File: src/logic/ref_temp_pkg.sv
package ref_temp_pkg;

  // Register map and data width
  localparam int unsigned DATA_W              = 32;
  localparam int unsigned ADDR_W              = 8;
  localparam int unsigned REG_W               = 8;
  localparam logic [7:0]  CONTROL_OFFSET      = 8'h00;
  localparam logic [7:0]  GAIN_STATUS_OFFSET  = 8'h04;

  // Field positions of the control register
  localparam int unsigned REF_EN_BIT          = 7;
  localparam int unsigned READY_BIT           = 6;
  localparam int unsigned TS_EN_BIT           = 5;
  localparam int unsigned TS_RANGE_BIT        = 4;
  localparam int unsigned CMP_GAIN_LSB        = 2;
  localparam int unsigned ADC_GAIN_LSB        = 0;
  localparam int unsigned GAIN_W              = 2;

  // Reset value of every writable field, and the fixed ready level
  localparam logic [7:0]  CONTROL_RESET       = 8'h00;
  localparam logic        READY_VALUE         = 1'b1;

  // Gain field encodings
  localparam logic [1:0]  GAIN_OFF            = 2'h0;
  localparam logic [1:0]  GAIN_X1             = 2'h1;
  localparam logic [1:0]  GAIN_X2             = 2'h2;
  localparam logic [1:0]  GAIN_X4             = 2'h3;

  // One-hot buffer selects: bit 0 = 1x, bit 1 = 2x, bit 2 = 4x
  localparam int unsigned SEL_W               = 3;
  localparam logic [2:0]  SEL_NONE            = 3'h0;
  localparam logic [2:0]  SEL_X1              = 3'h1;
  localparam logic [2:0]  SEL_X2              = 3'h2;
  localparam logic [2:0]  SEL_X4              = 3'h4;

endpackage

File: src/logic/gain_decode.sv
`timescale 1ns/1ps
module gain_decode (
  // Clock and reset
  input  wire logic                            clk_i,
  input  wire logic                            rst_i,
  // Gain code from the register
  input  wire logic [ref_temp_pkg::GAIN_W-1:0] gain_code_i,
  // Buffer controls
  output logic                                 buffer_on_o,
  output logic      [ref_temp_pkg::SEL_W-1:0]  gain_sel_o
);
  import ref_temp_pkg::*;

  ////////////////////////////////////////////////////////////////////////////////
  // Registered decode so the analog side never sees a decoding glitch
  always_ff @(posedge clk_i) begin
    if (rst_i) begin
      buffer_on_o <= 1'b0;
      gain_sel_o  <= SEL_NONE;
    end else begin
      buffer_on_o <= (gain_code_i != GAIN_OFF);
      unique case (gain_code_i)
        GAIN_X4: gain_sel_o <= SEL_X4;
        GAIN_X2: gain_sel_o <= SEL_X2;
        GAIN_X1: gain_sel_o <= SEL_X1;
        GAIN_OFF: gain_sel_o <= SEL_NONE;
      endcase
    end
  end

endmodule // gain_decode

File: src/logic/wb_byte_reg.sv
`timescale 1ns/1ps
module wb_byte_reg
  import ref_temp_pkg::*;
#(
  parameter int unsigned WIDTH            = 8,
  parameter logic [WIDTH-1:0] RESET_VALUE = '0,
  parameter logic [WIDTH-1:0] WRITE_MASK  = '1
) (
  // Clock and reset
  input  wire logic             clk_i,
  input  wire logic             rst_i,
  // Write strobe and data
  input  wire logic             write_i,
  input  wire logic [WIDTH-1:0] wdata_i,
  // Stored value
  output logic [WIDTH-1:0]      value_o
);

  ////////////////////////////////////////////////////////////////////////////////
  // Only masked bits take write data; the rest keep their reset value
  always_ff @(posedge clk_i) begin
    if (rst_i) begin
      value_o <= RESET_VALUE;
    end else if (write_i) begin
      value_o <= (wdata_i & WRITE_MASK) | (value_o & ~WRITE_MASK);
    end
  end

endmodule // wb_byte_reg

File: src/logic/reference_and_temp_sense_control.sv
`timescale 1ns/1ps
// What this block does
// - Bit 7 enables the voltage reference; 1 on, 0 off.
// - Bit 6 is a read-only ready flag that always reads one.
// - Bit 5 enables the temperature indicator; 1 on, 0 off.
// - Bit 4 selects temperature range; 1 high (three drops), 0 low.
// - Bits 3-2 comparator gain: 11 4x, 10 2x, 01 1x, 00 off.
// - Bits 1-0 converter gain: same encoding as the comparator field.
// - All writable fields clear to zero on every reset.
module reference_and_temp_sense_control (
  // Clock and reset
  input  wire logic                           clk_i,
  input  wire logic                           rst_i,
  // Wishbone classic slave
  input  wire logic                           cyc_i,
  input  wire logic                           stb_i,
  input  wire logic                           we_i,
  input  wire logic [ref_temp_pkg::ADDR_W-1:0] adr_i,
  input  wire logic [3:0]                     sel_i,
  input  wire logic [ref_temp_pkg::DATA_W-1:0] dat_i,
  output logic      [ref_temp_pkg::DATA_W-1:0] dat_o,
  output logic                                ack_o,
  output logic                                err_o,
  // Reference controls
  output logic                                reference_enable_o,
  output logic                                temp_sense_enable_o,
  output logic                                temp_range_select_o,
  output logic      [ref_temp_pkg::GAIN_W-1:0] comparator_ref_gain_o,
  output logic      [ref_temp_pkg::GAIN_W-1:0] converter_ref_gain_o,
  // Decoded buffer controls
  output logic                                comparator_buffer_on_o,
  output logic      [ref_temp_pkg::SEL_W-1:0]  comparator_gain_sel_o,
  output logic                                converter_buffer_on_o,
  output logic      [ref_temp_pkg::SEL_W-1:0]  converter_gain_sel_o
);
  import ref_temp_pkg::*;

  ////////////////////////////////////////////////////////////////////////////////
  // Local constants

  // Writable bits; the ready bit is excluded so writes cannot touch it
  localparam logic [REG_W-1:0] WRITE_MASK = ~(REG_W'(1) << READY_BIT);
  // Zero fill above the register byte on the data bus
  localparam int unsigned      FILL_W     = DATA_W - REG_W;
  // Byte lane that carries the register
  localparam int unsigned      LANE       = 0;

  ////////////////////////////////////////////////////////////////////////////////
  // Helper functions

  // Exact match of the byte address against one register slot
  function automatic logic addr_hit(
    input logic [ADDR_W-1:0] adr,
    input logic [ADDR_W-1:0] offset
  );
    return (adr == offset);
  endfunction

  // Control byte as software sees it; ready is fixed, not stored
  function automatic logic [REG_W-1:0] control_view(
    input logic [REG_W-1:0] stored
  );
    logic [REG_W-1:0] view;
    view            = stored;
    view[READY_BIT] = READY_VALUE;
    return view;
  endfunction

  // One decoded path: buffer-on flag above its one-hot select
  function automatic logic [SEL_W:0] pack_path(
    input logic             on,
    input logic [SEL_W-1:0] sel
  );
    return {on, sel};
  endfunction

  // Zero-extend one register byte onto the data bus; upper lanes read zero
  function automatic logic [DATA_W-1:0] to_bus(
    input logic [REG_W-1:0] value
  );
    return {{FILL_W{1'b0}}, value};
  endfunction

  ////////////////////////////////////////////////////////////////////////////////
  // Internal signals

  // Bus qualification
  logic             bus_cycle;
  logic             req;
  logic             hit_control;
  logic             hit_status;
  logic             hit_any;
  // Write and read intent
  logic             write_lane;
  logic             control_write;
  logic             read_control;
  logic             read_status;
  // Stored and visible register contents
  logic [REG_W-1:0] control;
  logic [REG_W-1:0] read_view;
  logic [REG_W-1:0] status_view;

  ////////////////////////////////////////////////////////////////////////////////
  // Bus decode

  // Master is asking for a transfer
  assign bus_cycle     = cyc_i & stb_i;
  // New request only while no answer stands, so one answer per request
  assign req           = bus_cycle & ~ack_o & ~err_o;
  // Address decode, shared by the answer and the read data
  assign hit_control   = addr_hit(adr_i, CONTROL_OFFSET);
  assign hit_status    = addr_hit(adr_i, GAIN_STATUS_OFFSET);
  assign hit_any       = hit_control | hit_status;
  // Only byte lane 0 carries the register; other lanes are ignored
  assign write_lane    = sel_i[LANE];
  // Commit where the master sees ack, its request still held
  assign control_write = bus_cycle & we_i & ack_o & hit_control & write_lane;
  // Read requests per slot, taken on the request edge
  assign read_control  = req & ~we_i & hit_control;
  assign read_status   = req & ~we_i & hit_status;

  ////////////////////////////////////////////////////////////////////////////////
  // Control register storage
  wb_byte_reg #(
    .WIDTH       (REG_W),
    .RESET_VALUE (CONTROL_RESET),
    .WRITE_MASK  (WRITE_MASK)
  ) u_control (
    .clk_i   (clk_i),
    .rst_i   (rst_i),
    .write_i (control_write),
    .wdata_i (dat_i[REG_W-1:0]),
    .value_o (control)
  );

  ////////////////////////////////////////////////////////////////////////////////
  // Read views: ready forced to one, status packs both decoded paths
  assign read_view   = control_view(control);
  assign status_view = {pack_path(converter_buffer_on_o, converter_gain_sel_o),
                        pack_path(comparator_buffer_on_o, comparator_gain_sel_o)};

  ////////////////////////////////////////////////////////////////////////////////
  // Acknowledge one cycle after a request to a mapped slot
  always_ff @(posedge clk_i) begin
    if (rst_i) begin
      ack_o <= 1'b0;
    end else begin
      ack_o <= req & hit_any;
    end
  end

  // Unmapped slots answer with an error and change nothing
  always_ff @(posedge clk_i) begin
    if (rst_i) begin
      err_o <= 1'b0;
    end else begin
      err_o <= req & ~hit_any;
    end
  end

  // Read data registered with the ack; zero whenever no read answer stands
  always_ff @(posedge clk_i) begin
    if (rst_i) begin
      dat_o <= '0;
    end else if (read_control) begin
      dat_o <= to_bus(read_view);
    end else if (read_status) begin
      dat_o <= to_bus(status_view);
    end else begin
      dat_o <= '0;
    end
  end

  ////////////////////////////////////////////////////////////////////////////////
  // Field outputs straight from the stored register
  assign reference_enable_o    = control[REF_EN_BIT];
  assign temp_sense_enable_o   = control[TS_EN_BIT];
  assign temp_range_select_o   = control[TS_RANGE_BIT];
  assign comparator_ref_gain_o = control[CMP_GAIN_LSB +: GAIN_W];
  assign converter_ref_gain_o  = control[ADC_GAIN_LSB +: GAIN_W];

  ////////////////////////////////////////////////////////////////////////////////
  // Buffer decoders, one per path
  gain_decode u_cmp_decode (
    .clk_i       (clk_i),
    .rst_i       (rst_i),
    .gain_code_i (comparator_ref_gain_o),
    .buffer_on_o (comparator_buffer_on_o),
    .gain_sel_o  (comparator_gain_sel_o)
  );

  gain_decode u_adc_decode (
    .clk_i       (clk_i),
    .rst_i       (rst_i),
    .gain_code_i (converter_ref_gain_o),
    .buffer_on_o (converter_buffer_on_o),
    .gain_sel_o  (converter_gain_sel_o)
  );

endmodule // reference_and_temp_sense_control

File: config.mk
export PLATFORM = sky130hd
export DESIGN_NAME = reference_and_temp_sense_control
export DESIGN_NICKNAME = d
export VERILOG_FILES = /design/src/logic/ref_temp_pkg.sv /design/src/logic/gain_decode.sv /design/src/logic/wb_byte_reg.sv /design/src/logic/reference_and_temp_sense_control.sv
export SDC_FILE = /design/constraint.sdc
export NUM_CORES = 1
export LEC_CHECK = 0
export BUFFER_PORTS_ARGS = -buffer_cell sky130_fd_sc_hd__clkbuf_2
export CORE_MARGIN = 4
export CORE_UTILIZATION = 36
export CTS_CLUSTER_DIAMETER = 120
export DETAILED_ROUTE_END_ITERATION = 12
export PLACE_DENSITY = 0.76
export SKIP_CTS_REPAIR_TIMING = 1
export SYNTH_ARGS = -nofsm -noshare
export SYNTH_HDL_FRONTEND = slang
export SYNTH_HIERARCHICAL = 1
export SYNTH_SLANG_ARGS = --single-unit
File: constraint.sdc
create_clock -name clk_i -period 1.6 [get_ports clk_i]
set_input_delay 0.16 -clock clk_i [delete_from_list [all_inputs] [get_ports clk_i]]
set_output_delay 0.16 -clock clk_i [all_outputs]
set_load 0.03 [all_outputs]
==> After elaboration in Yosys (flattened, before gate mapping) <==
Cells that the tools add are included.
{ "word_totals": {"ff_bits": 50, "in_bits": 49} }
{ "classes": {"reduce_logical": 6, "eq_ne": 7, "n_mux": 4, "n_bitwise": 18} }
{ "ops": {"columns": ["operator", "count"], "rows": [
  ["$pmux 3 s4", 2],
  ["$mux 8", 2],
  ["$and 1x1->1", 12],
  ["$eq 2x2->1 const B", 4],
  ["$eq 8x3->1 const B", 1],
  ["$logic_not 8->1", 1],
  ["$or 8x7->8", 1],
  ["$eq 2x1->1 const B", 2],
  ["$logic_not 2->1", 2],
  ["$not 1->1", 4],
  ["$reduce_bool 2->1", 2],
  ["$reduce_or 2->1", 1],
  ["$or 1x1->1", 1]
]} }

==> Longest topological paths before layout <==
{ "logic_depth": {"ltp_word": 7, "mapped_depth": 6} }

==> Modules after synthesis <==
The synthesis kept the hierarchy.
{ "by_module_without_submodules": {"columns": ["mod", "area_per_inst_um2", "cells_each", "instances"], "rows": [
  ["reference_and_temp_sense_control", 598.1, 63, 1],
  ["wb_byte_reg", 259.0, 24, 1],
  ["gain_decode", 115.1, 8, 2]
]} }

==> Least setup slack after synthesis <==
OpenSTA, ideal clock, no wires.
{ "synth_path": {"path_type": "reg2reg", "start": "reg ack_o", "end": "reg u_control.value_o[1]", "t_required_ns": 1.485, "arrival_ns": 1.273, "path_slack_ns": 0.212, "synth_period_minus_slack_ns": 1.388, "stages_incl_launch_ff": 6, "path_cell_list": "dfxtp_1 -> nand4_1 -> nor4b_2 -> buf_6 -> mux2i_1 -> nor2_1"} }
{ "synth_via": {"elab_chain_len": 3} }
{ "synth_lines": {"columns": ["element", "line", "rtl"], "rows": [
  ["start, declared", "reference_and_temp_sense_control.sv:22", "output logic ack_o,"],
  ["start signal, assigned", "reference_and_temp_sense_control.sv:148", "ack_o <= req & hit_any;"],
  ["$and 1x1->1 (3 in series)", "reference_and_temp_sense_control.sv:117", "assign control_write = bus_cycle & we_i & ack_o & hit_control & write_lane;"],
  ["named net control_write", "reference_and_temp_sense_control.sv:95", "logic control_write;"],
  ["end signal, assigned", "wb_byte_reg.sv:25", "value_o <= (wdata_i & WRITE_MASK) | (value_o & ~WRITE_MASK);"],
  ["end, declared", "wb_byte_reg.sv:16", "output logic [WIDTH-1:0] value_o"]
]} }
The timed path passes the listed nets, and every way through them passes these cells.
A chain may end at the register's enable or synchronous reset.

==> Worst setup path in the final report <==
{ "layout_path": {"start": "reg ack_o", "end": "reg u_control.value_o[5]"} }
Same word-level chain as after synthesis.

==> impl_results.md <==
* Status: finished clean
* Data required, critical path at 1.81 ns
* Number of detailed-route iterations in the first pass at 3
* Antenna violations before repair at 0
* CP max stage delay at 0.38 ns
* Worst min path class: input pin to register
* Cell family with most CP delay: simple AND/OR/NAND/NOR gates
* Reg2reg start: ack_o
* Die width at 62.67 µm
* DR WL/cell at 11.26 µm
* Io pins at 98
* Fin area at 0.001287 mm²
* Clock Path Buffers at 2
* Area delta synth->final at 19.65%
* Sequential power share at 60.8%
* Clock Sinks at 25
* Gr usage total at 10.37%
* Worst setup path endpoint: u_control/value_o[5]
* CTS tree: yes
* Worst Setup SP: ack_o
* Fmax at 774.4 MHz
* Worst hold margin at 0.07928 ns
* Sw frac at 27.12%
* Post-layout min period at 1.291 ns
* DP Area at 0.001260 mm²
* H-tree depth at 1
* Initial Util at 38.36%
* Crit path depth at 5
* HP Start: dat_i[0]
* DRT Wirelength at 2.050 mm
* # setup viols final at 0
* Drt drc at 0
* Hold depth at 3
* I/O Buffers at 45
* Clock root cell: clkbuf_4
* Vias in the first global route at 724
* Rows at 19
* Critical path peak fanout at 7
* Detailed-route via count at 789
* Pleak at 0.6227 nW
* R2R Setup Slk at 0.31 ns
* Most common cell after layout, fill and taps aside: clkbuf_2
* Synth warnings at 6
* Synthesized instance count at 101
* Max-slew violation count at 0
* CP Class: register to register
* Most frequent cells in the layout: 45 x clkbuf_2, 25 x dfxtp_1, 24 x conb_1
* Internal at 0.7480 mW
* Ratio of final minimum period to clock period at 80.71%
* Fin. Hold Viols at 0
* Cell count of the worst reg-to-reg path at 5
* Die Y at 62.67 µm
* Grt total ovfl at 0
* Syn Std Cell Area at 0.001076 mm²
* Mapped Avg Cell Area at 10.65 µm²
* VDD IR max at 0.2566 mV
* Share of cells above drive strength 1 at 41.72%
* CP arrival at 1.50 ns
* Antenna Cells at 0
* RR Endpoint: u_control/value_o[5]
* Psw at 0.2784 mW
* 1st-iter DRT viols at 26
* Global-route wire length before repair at 3.346 mm
* DP HPWL at 1.740 mm
* Setup crit end kind: register
* Nets at 201
* WP buf/inv at 1
* Max-cap violation count at 0
* Post-route ant nets at 0
* Total CTS buffers at 3
* Power per Cell Area at 797.2 mW/mm²
* Logic gate share of total power at 13.1%
* RSZ-0062 raised after global routing: false
* GP Congestion at 0.7756
* Via density per instance at 4.335
* Die ar. at 0.003928 mm²
* Clock share of power at 26.0%
* Clock latency on the worst-skew pair at 0.31 ns
* Slowest stage cell, crit path: dfxtp_1
* Setup skew after layout at 0.01150 ns
* CP Launch Type: register
* Core area at 0.002805 mm²
* Largest net degree at the start of global routing at 16
* CP Cell Sequence: nand4_1, nor4b_2, buf_4, mux2i_1, nor2_1
* TNS Setup at 0 ns
* CTS clk-pin slew, worst paths at 0.13 ns
==> sequential cells by signal, indices dropped and copies added, names as in the netlist <==
| name | count |
|---|---|
| u_adc_decode/gain_sel_o | 3 |
| dat_o | 8 |
| u_cmp_decode/buffer_on_o | 1 |
| u_cmp_decode/gain_sel_o | 3 |
| u_adc_decode/buffer_on_o | 1 |
| u_control/value_o | 7 |
| ack_o | 1 |
| err_o | 1 |
==> cell type report <==
cell class	count	area [µm²]
clock buffer	3	22.52
clock inverter	1	5.005
fill	269	1518
inverter	1	3.754
multi-input combinational	72	461.7
sequential	25	500.5
tap	31	38.79
timing repair buffer	49	255.2
==> worst min-delay path by stage <==
stage,end
floorplan,u_control/value_o[0]
global placement,u_control/value_o[1]
detailed placement,u_control/value_o[0]
CTS,u_control/value_o[0]
global route,u_control/value_o[3]
finish,u_control/value_o[0]
==> power groups by stage <==
stage | Clock (mW) | Sequential, mW | Combinational [mW]
after floorplan | 0 | 0.640 | 0.136
after global placement | 0 | 0.638 | 0.132
after detailed placement | 0 | 0.638 | 0.134
after CTS | 0.276 | 0.624 | 0.134
after global routing | 0.301 | 0.625 | 0.143
final | 0.267 | 0.624 | 0.135
==> per-stage QoR <==
stage | total power [mW] | cells | utilization (%) | worst slack [ns]
CTS | 1.034 | 182 | 45.90 | 0.2920
floorplan | 0.7764 | 124 | - | 0.2122
global placement | 0.7697 | 178 | 44.92 | 0.09244
global route | 1.068 | 182 | 45.90 | 0.1731
detailed placement | 0.7715 | 178 | 44.92 | 0.06848
finish | 1.026 | 182 | 45.90 | 0.3086
==> tightest hold or removal path, cell delays in order <==
cell      delay, ns
clkbuf_2       0.08
mux2i_1        0.06
nor2_1         0.07
==> layer usage <==
| layer | track usage (%) | routed length, µm | vias to the layer above |
|---|---|---|---|
| met5 | 0 | 0 | - |
| li1 | - | - | 386 |
| met3 | 4.856 | 287 | 2 |
| met2 | 16.51 | 964 | 49 |
| met1 | 11.98 | 790 | 352 |
| met4 | 4.132 | 8 | 0 |
No activity file was read; power rests on OpenSTA's default activity.
